File: src/olk_params.svh
/*
  Named constants of the fuse-zone access policy block: register offsets,
  field positions, lock codes and reset values.
  Assumes inclusion by bare name from the package and the design files.
*/
`ifndef OLK_PARAMS_SVH
`define OLK_PARAMS_SVH

// ==========================================================
// Sizes
`define OLK_WORD_W 32
`define OLK_OTP_WORDS 16
`define OLK_WADDR_W 4
`define OLK_KEY_W 256
`define OLK_SLOT_W 4
`define OLK_AVS_AW 6

// ==========================================================
// Lock and mode codes
`define OLK_UNLOCKED 8'h55
`define OLK_LOCKED 8'h00
`define OLK_MODE_RST 8'h00
`define OLK_LEGACY_MIN_WORD 4'h2
`define OLK_BURST_LEFT 3'h7

// ==========================================================
// Register byte offsets
`define OLK_A_LOCK 6'h00
`define OLK_A_MODE 6'h04
`define OLK_A_FIXED 6'h08
`define OLK_A_OTPCMD 6'h0C
`define OLK_A_WDATA 6'h10
`define OLK_A_RDATA 6'h14
`define OLK_A_STAT 6'h18
`define OLK_A_DZCMD 6'h1C
`define OLK_A_KEYCMD 6'h20
`define OLK_A_KEYDAT 6'h24

// ==========================================================
// Field positions
`define OLK_B_CFG 0
`define OLK_B_DAT 1
`define OLK_F_WORD 3:0
`define OLK_F_ALIGN 2:0
`define OLK_B_WR 8
`define OLK_B_LEN32 9
`define OLK_F_OP 1:0
`define OLK_B_KERR 4
`define OLK_B_KCRC 5
`define OLK_B_KSRC 6
`define OLK_F_KSLOT 11:8
`define OLK_B_KVONLY 12
`define OLK_F_BYTE 7:0

// ==========================================================
// Ephemeral key command codes
`define OLK_OP_NONCE 2'h1
`define OLK_OP_DIGEST 2'h2
`define OLK_OP_OTHER 2'h3

`endif

File: src/olk_pkg.sv
/*
  Types of the fuse-zone access policy block: state enum and state structs.
  Assumes olk_params.svh is on the include path.
*/
`include "olk_params.svh"

package olk_pkg;

  // ==========================================================
  // Policy engine state
  typedef enum logic [1:0] {ST_IDLE, ST_RD, ST_RMW} olk_state_t;

  typedef struct packed {
    olk_state_t state;
    logic [7:0] cfg_lock;
    logic [7:0] dat_lock;
    logic [7:0] mode;
    logic [`OLK_WADDR_W-1:0] word;
    logic [2:0] burst;
    logic [`OLK_WORD_W-1:0] wdata;
    logic [`OLK_WORD_W-1:0] rdata;
    logic [`OLK_WORD_W-1:0] rdd;
    logic err;
    logic done;
    logic rd_ack;
  } olk_top_st_t;

  // ==========================================================
  // Fuse word store
  typedef struct packed {
    logic [`OLK_OTP_WORDS-1:0][`OLK_WORD_W-1:0] word;
    logic [`OLK_WORD_W-1:0] rdata;
  } olk_mem_st_t;

  // ==========================================================
  // Ephemeral key register
  typedef struct packed {
    logic [`OLK_KEY_W-1:0] value;
    logic [`OLK_SLOT_W-1:0] slot;
    logic src;
    logic derived;
    logic restricted;
    logic valid;
  } olk_key_st_t;

endpackage

File: src/olk_ifs.sv
/*
  Interfaces between the policy engine, the fuse word store and the
  ephemeral key register.
  Assumes all parties share one clock.
*/
`timescale 1ns/10ps
`include "olk_params.svh"

// ==========================================================
// Fuse word store port
interface olk_mem_if;
  logic rd_en;
  logic wr_en;
  logic [`OLK_WADDR_W-1:0] addr;
  logic [`OLK_WORD_W-1:0] wdata;
  logic [`OLK_WORD_W-1:0] rdata;
  modport ctl (output rd_en, wr_en, addr, wdata, input rdata);
  modport mem (input rd_en, wr_en, addr, wdata, output rdata);
endinterface

// ==========================================================
// Ephemeral key port
interface olk_key_if;
  logic cmd_valid;
  logic [1:0] cmd_op;
  logic cmd_err;
  logic cmd_crc;
  logic cmd_src;
  logic cmd_vonly;
  logic [`OLK_SLOT_W-1:0] cmd_slot;
  logic data_valid;
  logic [`OLK_WORD_W-1:0] data;
  logic wipe;
  logic valid;
  logic src;
  logic derived;
  logic restricted;
  logic [`OLK_SLOT_W-1:0] slot;
  modport ctl (output cmd_valid, cmd_op, cmd_err, cmd_crc, cmd_src, cmd_vonly, cmd_slot,
    data_valid, data, wipe, input valid, src, derived, restricted, slot);
  modport key (input cmd_valid, cmd_op, cmd_err, cmd_crc, cmd_src, cmd_vonly, cmd_slot,
    data_valid, data, wipe, output valid, src, derived, restricted, slot);
endinterface

File: src/olk_fuse_mem.sv
/*
  Sixteen-word fuse store with registered read data.
  Assumes one access per cycle from the policy engine.
*/
`timescale 1ns/10ps
`include "olk_params.svh"

module olk_fuse_mem
  import olk_pkg::*;
(
  // Clock and reset
  input wire logic clk_in,
  input wire logic sys_rst_in,
  // Store port
  olk_mem_if.mem m
);

  olk_mem_st_t st_r;
  olk_mem_st_t st_nxt;

  // ==========================================================
  // Access
  always_comb begin
    st_nxt = st_r;
    if (m.rd_en) begin
      st_nxt.rdata = st_r.word[m.addr];
    end
    if (m.wr_en) begin
      st_nxt.word[m.addr] = m.wdata;
    end
  end

  always_ff @(posedge clk_in) begin
    if (sys_rst_in) begin
      st_r <= '{word: '1, rdata: '0};
    end else begin
      st_r <= st_nxt;
    end
  end

  assign m.rdata = st_r.rdata;

endmodule

File: src/olk_eph_key.sv
/*
  Ephemeral key register with its tag bits and validity tracking.
  Assumes commands arrive as one-cycle pulses from the policy engine.
*/
`timescale 1ns/10ps
`include "olk_params.svh"

module olk_eph_key
  import olk_pkg::*;
(
  // Clock and reset
  input wire logic clk_in,
  input wire logic sys_rst_in,
  // Command port
  olk_key_if.key k
);

  olk_key_st_t st_r;
  olk_key_st_t st_nxt;

  // ==========================================================
  // Update
  always_comb begin
    st_nxt = st_r;
    if (k.data_valid) begin
      st_nxt.value = {st_r.value[`OLK_KEY_W-`OLK_WORD_W-1:0], k.data};
    end
    if (k.cmd_valid && !k.cmd_crc) begin
      case (k.cmd_op)
        `OLK_OP_NONCE: begin
          st_nxt.valid = !k.cmd_err;
          st_nxt.src = k.cmd_src;
          st_nxt.derived = 1'b0;
          st_nxt.restricted = 1'b0;
          st_nxt.slot = '0;
        end
        `OLK_OP_DIGEST: begin
          st_nxt.valid = !k.cmd_err;
          st_nxt.derived = 1'b1;
          st_nxt.restricted = k.cmd_vonly;
          st_nxt.slot = k.cmd_slot;
        end
        default: begin
          st_nxt.valid = 1'b0;
        end
      endcase
    end
    if (k.wipe) begin
      st_nxt = '0;
    end
  end

  always_ff @(posedge clk_in) begin
    if (sys_rst_in) begin
      st_r <= '0;
    end else begin
      st_r <= st_nxt;
    end
  end

  assign k.valid = st_r.valid;
  assign k.src = st_r.src;
  assign k.derived = st_r.derived;
  assign k.restricted = st_r.restricted;
  assign k.slot = st_r.slot;

  // ==========================================================
  // Checks
  wipe_clears_a: assert property (@(posedge clk_in) disable iff (sys_rst_in)
    k.wipe |=> !st_r.valid && st_r.value == '0)
    else $error("key survived a wipe");
  other_clears_a: assert property (@(posedge clk_in) disable iff (sys_rst_in)
    k.cmd_valid && !k.cmd_crc && k.cmd_op == `OLK_OP_OTHER |=> !st_r.valid)
    else $error("key valid after other command");
  crc_keeps_a: assert property (@(posedge clk_in) disable iff (sys_rst_in)
    k.cmd_valid && k.cmd_crc && !k.wipe |=> st_r.valid == $past(st_r.valid))
    else $error("crc reject changed key valid");
  nonce_src_a: assert property (@(posedge clk_in) disable iff (sys_rst_in)
    k.cmd_valid && !k.cmd_crc && !k.wipe && k.cmd_op == `OLK_OP_NONCE
      |=> st_r.src == $past(k.cmd_src) && !st_r.derived)
    else $error("nonce tags wrong");
  digest_tag_a: assert property (@(posedge clk_in) disable iff (sys_rst_in)
    k.cmd_valid && !k.cmd_crc && !k.wipe && k.cmd_op == `OLK_OP_DIGEST
      |=> st_r.derived && st_r.valid == !$past(k.cmd_err)
      && st_r.restricted == $past(k.cmd_vonly))
    else $error("digest tags wrong");

endmodule

File: src/olk_policy_top.sv
/*
  Access policy for the fuse zone and the data zone, lock bytes, policy
  mode byte, and the ephemeral key register, behind an Avalon-MM slave.
  Assumes the slot configuration decoder supplies the per-slot read and
  write permissions, and power management supplies one wipe pulse.
*/
// How it works
// 64-byte fuse zone closed while config open
// Before data lock: writes only, no reads
// Read-only mode: writes error, contents unchanged
// Read-only mode: 4- and 32-byte reads allowed
// Consumption mode stores data AND current word
// Legacy mode: words 0,1 unreadable, rest readable
// Legacy mode: 32-byte read returns error
// Legacy mode: all fuse writes refused
// Sixteen words, all ones as delivered
// Lock bytes change only by lock, forever
// Zone access before config lock errors
// Config unlocked only at 0x55; then frozen
// Fixed config word never writable
// Data zone: write-only until locked, then slots
// Sleep or power loss wipes scratch key
// Key holds value, slot, three flags, valid
// Key value never returned to host
// Source flag: 0 random, 1 seed only
// Restricted and derived flags from digest generation
// Power events clear valid; idle keeps it
// Other commands clear valid, except CRC reject
// Nonce/digest errors clear valid; each overwrites
// Policy mode codes come from inputs
`timescale 1ns/10ps
`include "olk_params.svh"

module olk_policy_top
  import olk_pkg::*;
#(
  // Arbitrary value for the fixed identity word
  parameter logic [`OLK_WORD_W-1:0] FIXED_ID = 32'h0000_0A5A
) (
  // Clock and reset
  input wire logic clk_in,
  input wire logic sys_rst_in,
  // Avalon-MM slave
  input wire logic [`OLK_AVS_AW-1:0] avs_address_in,
  input wire logic avs_read_in,
  input wire logic avs_write_in,
  input wire logic [`OLK_WORD_W-1:0] avs_writedata_in,
  output logic [`OLK_WORD_W-1:0] avs_readdata_out,
  output logic avs_waitrequest_out,
  // Policy mode decode
  input wire logic [7:0] mode_ro_code_in,
  input wire logic [7:0] mode_cons_code_in,
  input wire logic [7:0] mode_legacy_code_in,
  // Slot permissions after data lock
  input wire logic slot_read_ok_in,
  input wire logic slot_write_ok_in,
  // Power-up, sleep, brown-out, watchdog, tamper
  input wire logic power_wipe_in
);

  localparam olk_top_st_t TOP_RST = '{
    state: ST_IDLE,
    cfg_lock: `OLK_UNLOCKED,
    dat_lock: `OLK_UNLOCKED,
    mode: `OLK_MODE_RST,
    default: '0
  };

  olk_top_st_t st_r;
  olk_top_st_t st_nxt;
  olk_mem_if mif ();
  olk_key_if kif ();

  logic busy;
  logic rd_go;
  logic wr_go;
  logic cfg_open;
  logic dat_open;
  logic wr_bit;
  logic len32;
  logic otp_cmd;
  logic dz_cmd;
  logic [`OLK_WADDR_W-1:0] cmd_word;

  // ==========================================================
  // Fuse zone permission
  function automatic logic otp_ok(
    input logic wr,
    input logic l32,
    input logic [`OLK_WADDR_W-1:0] word,
    input logic [7:0] cfg,
    input logic [7:0] dat,
    input logic [7:0] mode,
    input logic [7:0] ro,
    input logic [7:0] cons,
    input logic [7:0] leg
  );
    logic ok;
    ok = 1'b0;
    if (l32 && (wr || word[`OLK_F_ALIGN] != 3'h0)) begin
      ok = 1'b0;
    end else if (cfg == `OLK_UNLOCKED) begin
      ok = 1'b0;
    end else if (dat == `OLK_UNLOCKED) begin
      ok = wr;
    end else if (mode == ro) begin
      ok = !wr;
    end else if (mode == cons) begin
      ok = 1'b1;
    end else if (mode == leg) begin
      ok = !wr && !l32 && word >= `OLK_LEGACY_MIN_WORD;
    end
    return ok;
  endfunction

  // ==========================================================
  // Bus handshake
  assign busy = st_r.state != ST_IDLE;
  assign rd_go = avs_read_in && !st_r.rd_ack && !busy;
  assign wr_go = avs_write_in && !busy;
  assign avs_waitrequest_out = (avs_read_in && !st_r.rd_ack) || (avs_write_in && busy);
  assign avs_readdata_out = st_r.rdd;

  assign cfg_open = st_r.cfg_lock == `OLK_UNLOCKED;
  assign dat_open = st_r.dat_lock == `OLK_UNLOCKED;
  assign wr_bit = avs_writedata_in[`OLK_B_WR];
  assign len32 = avs_writedata_in[`OLK_B_LEN32];
  assign cmd_word = avs_writedata_in[`OLK_F_WORD];
  assign otp_cmd = wr_go && avs_address_in == `OLK_A_OTPCMD;
  assign dz_cmd = wr_go && avs_address_in == `OLK_A_DZCMD;

  // ==========================================================
  // Next state
  always_comb begin
    logic ok;
    ok = 1'b0;
    st_nxt = st_r;
    st_nxt.rd_ack = rd_go;
    mif.rd_en = 1'b0;
    mif.wr_en = 1'b0;
    mif.addr = st_r.word;
    mif.wdata = st_r.wdata;
    kif.cmd_valid = 1'b0;
    kif.cmd_op = `OLK_OP_OTHER;
    kif.cmd_err = avs_writedata_in[`OLK_B_KERR];
    kif.cmd_crc = 1'b0;
    kif.cmd_src = avs_writedata_in[`OLK_B_KSRC];
    kif.cmd_vonly = avs_writedata_in[`OLK_B_KVONLY];
    kif.cmd_slot = avs_writedata_in[`OLK_F_KSLOT];
    kif.data_valid = 1'b0;
    kif.data = avs_writedata_in;
    kif.wipe = power_wipe_in;
    if (rd_go) begin
      case (avs_address_in)
        `OLK_A_LOCK: begin
          st_nxt.rdd = {16'h0000, st_r.dat_lock, st_r.cfg_lock};
        end
        `OLK_A_MODE: begin
          st_nxt.rdd = {24'h000000, st_r.mode};
        end
        `OLK_A_FIXED: begin
          st_nxt.rdd = FIXED_ID;
        end
        `OLK_A_RDATA: begin
          st_nxt.rdd = st_r.rdata;
          if (st_r.burst != 3'h0) begin
            st_nxt.word = st_r.word + 4'h1;
            st_nxt.burst = st_r.burst - 3'h1;
            st_nxt.done = 1'b0;
            mif.rd_en = 1'b1;
            mif.addr = st_r.word + 4'h1;
            st_nxt.state = ST_RD;
          end
        end
        `OLK_A_STAT: begin
          st_nxt.rdd = {20'h00000, kif.slot, 2'b00, kif.restricted, kif.derived,
            kif.src, kif.valid, st_r.done, st_r.err};
        end
        default: begin
          st_nxt.rdd = 32'h00000000;
        end
      endcase
    end
    if (wr_go) begin
      case (avs_address_in)
        `OLK_A_LOCK: begin
          kif.cmd_valid = 1'b1;
          st_nxt.done = 1'b1;
          st_nxt.err = 1'b0;
          if (avs_writedata_in[`OLK_B_CFG] && cfg_open) begin
            st_nxt.cfg_lock = `OLK_LOCKED;
          end
          if (avs_writedata_in[`OLK_B_DAT] && !cfg_open && dat_open) begin
            st_nxt.dat_lock = `OLK_LOCKED;
          end
        end
        `OLK_A_MODE: begin
          kif.cmd_valid = 1'b1;
          st_nxt.done = 1'b1;
          st_nxt.err = !cfg_open;
          if (cfg_open) begin
            st_nxt.mode = avs_writedata_in[`OLK_F_BYTE];
          end
        end
        `OLK_A_FIXED: begin
          kif.cmd_valid = 1'b1;
          st_nxt.done = 1'b1;
          st_nxt.err = 1'b1;
        end
        `OLK_A_OTPCMD: begin
          kif.cmd_valid = 1'b1;
          ok = otp_ok(wr_bit, len32, cmd_word, st_r.cfg_lock, st_r.dat_lock, st_r.mode,
            mode_ro_code_in, mode_cons_code_in, mode_legacy_code_in);
          st_nxt.word = cmd_word;
          st_nxt.err = !ok;
          st_nxt.done = !ok;
          st_nxt.burst = (ok && len32) ? `OLK_BURST_LEFT : 3'h0;
          if (ok) begin
            mif.rd_en = 1'b1;
            mif.addr = cmd_word;
            st_nxt.state = wr_bit ? ST_RMW : ST_RD;
          end
        end
        `OLK_A_WDATA: begin
          st_nxt.wdata = avs_writedata_in;
        end
        `OLK_A_DZCMD: begin
          kif.cmd_valid = 1'b1;
          if (cfg_open) begin
            ok = 1'b0;
          end else if (dat_open) begin
            ok = wr_bit;
          end else begin
            ok = wr_bit ? slot_write_ok_in : slot_read_ok_in;
          end
          st_nxt.err = !ok;
          st_nxt.done = 1'b1;
        end
        `OLK_A_KEYCMD: begin
          kif.cmd_valid = 1'b1;
          kif.cmd_op = avs_writedata_in[`OLK_F_OP];
          kif.cmd_crc = avs_writedata_in[`OLK_B_KCRC];
          st_nxt.done = 1'b1;
          st_nxt.err = avs_writedata_in[`OLK_B_KERR];
        end
        `OLK_A_KEYDAT: begin
          kif.data_valid = 1'b1;
        end
        default: begin
          st_nxt.err = st_r.err;
        end
      endcase
    end
    case (st_r.state)
      ST_RD: begin
        st_nxt.rdata = mif.rdata;
        st_nxt.done = 1'b1;
        st_nxt.state = ST_IDLE;
      end
      ST_RMW: begin
        mif.wr_en = 1'b1;
        if (!dat_open && st_r.mode == mode_cons_code_in) begin
          mif.wdata = st_r.wdata & mif.rdata;
        end
        st_nxt.done = 1'b1;
        st_nxt.state = ST_IDLE;
      end
      default: begin
        st_nxt.state = st_nxt.state;
      end
    endcase
  end

  always_ff @(posedge clk_in) begin
    if (sys_rst_in) begin
      st_r <= TOP_RST;
    end else begin
      st_r <= st_nxt;
    end
  end

  // ==========================================================
  // Sub-blocks
  olk_fuse_mem u_mem (
    .clk_in(clk_in),
    .sys_rst_in(sys_rst_in),
    .m(mif.mem)
  );

  olk_eph_key u_key (
    .clk_in(clk_in),
    .sys_rst_in(sys_rst_in),
    .k(kif.key)
  );

  // ==========================================================
  // Checks
  cfg_gate_a: assert property (@(posedge clk_in) disable iff (sys_rst_in)
    otp_cmd && cfg_open |=> st_r.err && st_r.done && st_r.state == ST_IDLE)
    else $error("fuse access allowed before config lock");
  early_read_a: assert property (@(posedge clk_in) disable iff (sys_rst_in)
    otp_cmd && !wr_bit && !cfg_open && dat_open |=> st_r.err && !mif.wr_en)
    else $error("fuse read allowed before data lock");
  early_write_a: assert property (@(posedge clk_in) disable iff (sys_rst_in)
    otp_cmd && wr_bit && !len32 && !cfg_open && dat_open
      |=> mif.wr_en && mif.wdata == st_r.wdata ##1 st_r.done && !st_r.err)
    else $error("fuse write refused before data lock");
  ro_write_a: assert property (@(posedge clk_in) disable iff (sys_rst_in)
    otp_cmd && wr_bit && !dat_open && st_r.mode == mode_ro_code_in
      && st_r.mode != mode_cons_code_in |=> st_r.err && !mif.wr_en [*2])
    else $error("read-only fuse word written");
  ro_read_a: assert property (@(posedge clk_in) disable iff (sys_rst_in)
    otp_cmd && !wr_bit && !len32 && !cfg_open && !dat_open
      && st_r.mode == mode_ro_code_in |=> st_r.state == ST_RD ##1 st_r.done && !st_r.err)
    else $error("read-only fuse read refused");
  cons_and_a: assert property (@(posedge clk_in) disable iff (sys_rst_in)
    mif.wr_en && !dat_open && st_r.mode == mode_cons_code_in
      |-> mif.wdata == (st_r.wdata & mif.rdata))
    else $error("consumption write set a bit");
  legacy_rd_a: assert property (@(posedge clk_in) disable iff (sys_rst_in)
    otp_cmd && !wr_bit && !cfg_open && !dat_open && st_r.mode == mode_legacy_code_in
      && st_r.mode != mode_ro_code_in && st_r.mode != mode_cons_code_in
      && (len32 || cmd_word < `OLK_LEGACY_MIN_WORD) |=> st_r.err)
    else $error("legacy read restriction missed");
  legacy_wr_a: assert property (@(posedge clk_in) disable iff (sys_rst_in)
    otp_cmd && wr_bit && !cfg_open && !dat_open && st_r.mode == mode_legacy_code_in
      && st_r.mode != mode_cons_code_in |=> st_r.err && !mif.wr_en)
    else $error("legacy fuse write allowed");
  lock_hold_a: assert property (@(posedge clk_in) disable iff (sys_rst_in)
    !cfg_open |=> st_r.cfg_lock == $past(st_r.cfg_lock))
    else $error("config lock undone");
  data_hold_a: assert property (@(posedge clk_in) disable iff (sys_rst_in)
    !dat_open |=> st_r.dat_lock == $past(st_r.dat_lock))
    else $error("data lock undone");
  mode_hold_a: assert property (@(posedge clk_in) disable iff (sys_rst_in)
    !cfg_open |=> $stable(st_r.mode))
    else $error("config byte changed after lock");
  fixed_wr_a: assert property (@(posedge clk_in) disable iff (sys_rst_in)
    wr_go && avs_address_in == `OLK_A_FIXED |=> st_r.err && st_r.done)
    else $error("fixed word write not refused");
  dz_open_a: assert property (@(posedge clk_in) disable iff (sys_rst_in)
    dz_cmd && !cfg_open && dat_open |=> st_r.err == !$past(wr_bit))
    else $error("data zone open-state access wrong");

endmodule

File: config.mk
export PLATFORM = sky130hd
export DESIGN_NAME = olk_policy_top
export DESIGN_NICKNAME = d
export VERILOG_FILES = /design/src/olk_pkg.sv /design/src/olk_ifs.sv /design/src/olk_fuse_mem.sv /design/src/olk_eph_key.sv /design/src/olk_policy_top.sv
export VERILOG_INCLUDE_DIRS = /design/src
export SDC_FILE = /design/constraint.sdc
export NUM_CORES = 1
export LEC_CHECK = 0
export BUFFER_PORTS_ARGS = -buffer_cell sky130_fd_sc_hd__buf_4
export CORE_UTILIZATION = 61
export CTS_BUF_LIST = sky130_fd_sc_hd__clkbuf_8 sky130_fd_sc_hd__clkbuf_16
export DETAILED_ROUTE_END_ITERATION = 7
export MAX_ROUTING_LAYER = met4
export PLACE_DENSITY_LB_ADDON = 0.3
export SYNTH_ARGS = -nofsm -noshare
export SYNTH_HDL_FRONTEND = slang
export SYNTH_HIERARCHICAL = 1
export SYNTH_SLANG_ARGS = --single-unit
File: constraint.sdc
create_clock -name clk_in -period 4.2 [get_ports clk_in]
set_clock_uncertainty 0.05 [all_clocks]
set_input_delay 0.21 -clock clk_in [delete_from_list [all_inputs] [get_ports clk_in]]
set_output_delay 0.21 -clock clk_in [all_outputs]
set_load 0.05 [all_outputs]
### Yosys cells after proc, flatten, opt, wreduce, memory -nomap -nowiden

Index checks and enable logic that the tools add are counted.

| operators by class | value |
|---|---|
| equality and inequality tests | 17 |
| muxes and demuxes | 68 |
| shift operators | 0 |
| $add $sub $neg | 2 |
| reduce and logical (&&, ||, !) cells | 45 |
| multipliers | 0 |
| divide/modulo/power cells | 0 |
| $lt $le $gt $ge | 3 |
| bitwise gates (word level) | 1 |

Operators by type and width:

| cell | count |
|---|---|
| 512-bit bitwise mux | 1 |
| 32-bit two-way mux | 5 |
| 32-bit case mux with 5 select lines | 1 |
| 32-bit binary-select mux with 4-bit select | 1 |
| 32-bit demux with 4-bit select | 1 |
| 65-bit two-way mux | 1 |
| 7-bit two-way mux | 6 |
| 32-bit AND | 1 |
| 1-bit two-way mux | 30 |
| 6-bit by 5-bit == test with 1-bit output, second input constant | 4 |
| 8-bit == test | 3 |
| 4-bit two-way mux | 6 |
| 16-bit two-way mux | 1 |
| 2-bit two-way mux | 8 |
| 8-bit two-way mux | 2 |
| 1-bit logical AND | 14 |
| 6-bit by 4-bit == test with 1-bit output, second input constant | 2 |
| 1-bit logical NOT | 10 |
| 3-bit AND reduction | 3 |
| 4-bit == test, second input constant | 2 |
| 4-bit case mux with 2 select lines | 1 |
| 2-bit AND reduction | 4 |
| 6-bit by 3-bit == test with 1-bit output, second input constant | 1 |
| 6-bit == test, second input constant | 1 |
| other kinds (20) | 27 |

| storage, ports and cells | value |
|---|---|
| bits in registers | 676 |
| output and inout bits | 33 |
| input port bits | 69 |
| memories | 0 |
| latch bits | 0 |
| memory bits (writable) | 0 |
| ROM bits | 0 |
| logic and storage cells | 170 |

### Depth between registers and ports, before layout

| depth | value |
|---|---|
| depth after elaboration | 19 |
| gate-level depth with buffers | 16 |
| gate-level depth less buffers | 12 |

### By module

Netlist, hierarchy kept.

Modules (own cells, without submodules):

| module | cells an instance | sequential area each (µm²) | instances | area each (µm²) |
|---|---|---|---|---|
| olk_fuse_mem | 2911 | 10890.4 | 1 | 24584.8 |
| olk_policy_top | 701 | 2362.3 | 1 | 5805.6 |
| olk_eph_key | 43 | 160.2 | 1 | 364.1 |

### Least setup slack after synthesis

No wires, ideal clock.

| path | value |
|---|---|
| path kind | reg2reg |
| start | register st_r[130] (netlist name) |
| end | register u_mem.st_r, in the netlist u_mem/m.rdata[10] |
| required time | 4020 ps |
| data arrival time | 3008 ps |
| setup time | 130 ps |
| slack | 1011 ps |
| path buffers | 3 |
| cell stages (with the launch flop) | 13 |
| clock period less this slack | 3189 ps |
| cells stage by stage | dfxtp_1 -> inv_1 -> ha_1 -> nand4bb_1 -> buf_4 -> nor4_4 -> o2111ai_2 -> mux2_2 -> buf_6 -> buf_2 -> mux4_2 -> a211oi_1 -> a211oi_1 |

RTL lines:

| item | RTL line | source |
|---|---|---|
| end signal, assigned | olk_fuse_mem.sv:35 | `st_r <= '{word: '1, rdata: '0};` |
| end signal, assigned | olk_fuse_mem.sv:37 | `st_r <= st_nxt;` |
| end, declared | olk_fuse_mem.sv:18 | `olk_mem_st_t st_r;` |

==> results.json <==
{
  "synth_nets": 3732,
  "area_delta_synth_final_pct": 9.64,
  "syn-instance-count": 3654,
  "wl_met1_mm": 36.3,
  "ant_nets": 0,
  "cts.path.max_buffers": 3,
  "final_cell_mix": "nand2_1 (1,171), dfxtp_1 (670), nand3b_1 (519)",
  "final.min_clock_period_ns": 4.05,
  "cts.sinks": 670,
  "dieArea_um2": 51300,
  "fin_crit_sh": 0.965,
  "mostFrequentLayoutCell": "nand2_1",
  "grt_pass1_wl_mm": 139,
  "start_util": 0.623,
  "drive_gt1_frac": 0.102,
  "met2_wirelength_mm": 41.1,
  "cts_made_buffers": 69,
  "min_to": "st_r[2]",
  "worstHoldStart": "avs_address_in[3]",
  "h-tree-depth": 3,
  "r2r_end": "u_mem/m.rdata[14]",
  "top_layer": "met4",
  "timing.rr.start": "st_r[112]",
  "grt_usage": 0.357,
  "num_vias": 26400,
  "power.density_nw_per_um2": 379,
  "cts_root_buf": "clkbuf_16",
  "cts_tree": "built",
  "grt_overflow": 0,
  "io_pins": 102,
  "finalMaxSlewViolations": 0,
  "cp.arrival_ns": 4.47,
  "routed_wl_mm": 89.9,
  "final_core_util": 0.683,
  "timing_hold_violations_final": 0,
  "rsz0062_at_grt": "false",
  "fin_area_um2": 33700,
  "maxSlewHeadroom": 0.270,
  "cp-end-kind": "register",
  "antenna_found_initial": 0,
  "setup_violations": 0,
  "clk_pin_slew_worst_paths_ns": 0.06,
  "status": "finished clean",
  "fillers": 3778,
  "fin_hold_ws_ns": 0.0357,
  "r2r_slack_ns": 0.15,
  "dr_wl_met3_mm": 9.28,
  "path_class": "register to register",
  "drtIter0Drc": 3068,
  "grt_max_degree": 209,
  "port_buffers": 101,
  "core_area_um2": 49400,
  "ir_worst_vdd_mv": 0.296,
  "timing.critical_path.required_ns": 4.62,
  "cp_max_fo": 44,
  "die_h_um": 227,
  "r2r_cells": 10,
  "routedWlPerCell_um": 21.2,
  "cp_common_cell": "a211oi_1",
  "fmax_ghz": 0.247,
  "post-dp-hpwl_mm": 54.0,
  "fin_cells": 4237,
  "yosysWarnings": 6,
  "num_rows": 81,
  "cp_slowest_stage_delay_ns": 0.61,
  "dp.cells": 4087,
  "crit_chain": "xor2_1 > nor4_1 > nand3_1 > a21oi_2 > o2111ai_2 > mux2_8 > buf_12 > mux4_2 > a211oi_1 > a211oi_1",
  "nets": 3606,
  "clk_latency_ns": 0.61,
  "grt_pass1_vias": 25700,
  "first_pass_iters": 6,
  "p_leak_uw": 0.0140,
  "startpoint_type": "register",
  "fin_setup_tns_ns": 0,
  "hp-class": "input port to register",
  "crit_path_top_delay_cell": "mux4_2",
  "whs_path_depth": 3,
  "synth_area_um2": 30700,
  "drv_cap": 0,
  "synth_area_per_cell_um2": 8.41,
  "drcViolationCount": 0,
  "die_x_um": 227,
  "vias_per_cell": 6.23,
  "tightest_slew_ns": 1.09,
  "place_area_um2": 31100,
  "gp_congestion": 0.936
}
==> cell type report <==
type                            instances  area, µm²  share of cell area
Multi-Input combinational cell       2561      15300               0.455
Sequential cell                       670      13400               0.398
Clock buffer                           82       1940              0.0575
Timing Repair Buffer                  209       1860              0.0551
Tap cell                              664        831              0.0246
Clock inverter                         33        280             0.00831
Inverter                               17       63.8             0.00189
Antenna cell                            1       2.50           0.0000742
==> repair_timing <==
action | in CTS | in global routing
hold buffers | 34 | 0
setup endpoints to repair | 0 | 42
hold endpoints to repair | 58 | 0
resized for setup | 0 | 3
buffers inserted | 0 | 0
==> sequential cells by signal, indices dropped and copies added, names as in the netlist <==
name	count
u_key/k.slot	4
u_key/k.restricted	1
u_key/k.valid	1
u_key/k.src	1
u_mem/m.rdata	32
u_mem/st_r	512
avs_readdata_out	32
u_key/k.derived	1
st_r	86
==> worst max-delay path by stage <==
stage | start | to | slack [ns] | cells after the start
6_report | st_r[112] | u_mem/m.rdata[14] | 0.15 | 10
5_1_grt | st_r[110] | u_mem/st_r[461] | 0.01 | 12
4_1_cts | st_r[112] | u_mem/st_r[58] | 0.20 | 12
3_5_place_dp | st_r[112] | u_mem/st_r[59] | 0.19 | 12
3_3_place_gp | st_r[112] | u_mem/st_r[58] | 0.29 | 12
2_1_floorplan | st_r[130] | u_mem/m.rdata[10] | 1.01 | 12
==> through the flow <==
stage	power, µW	setup slack [ns]
after floorplan	6720	1.01
after global placement	6830	0.289
after detailed placement	6840	0.195
after CTS	12800	0.196
after global routing	13100	0.00965
final	12800	0.148
==> critical path, delay by kind of cell (launching register included) <==
kind / cells / cell delay, ns
multiplexers: 2 / 1.21
AO/OA/AOI/OAI: 4 / 0.97
AND/OR/NAND/NOR: 2 / 0.71
flip-flops: 1 / 0.37
buffers and inverters: 1 / 0.37
XOR/XNOR: 1 / 0.18
==> layer usage <==
| metal | up-vias | global-route usage |
|---|---|---|
| met5 | - | - |
| met4 | 0 | 0.146 |
| met3 | 246 | 0.0766 |
| met2 | 1417 | 0.553 |
| met1 | 12800 | 0.454 |
| li1 | 11900 | - |
==> power breakdown <==
part	total [µW]	switching, µW	internal [µW]
clock network	6050	2530	3520
registers	6360	2.30	6360
logic	376	198	178
Power figures use the tool's default switching activity.
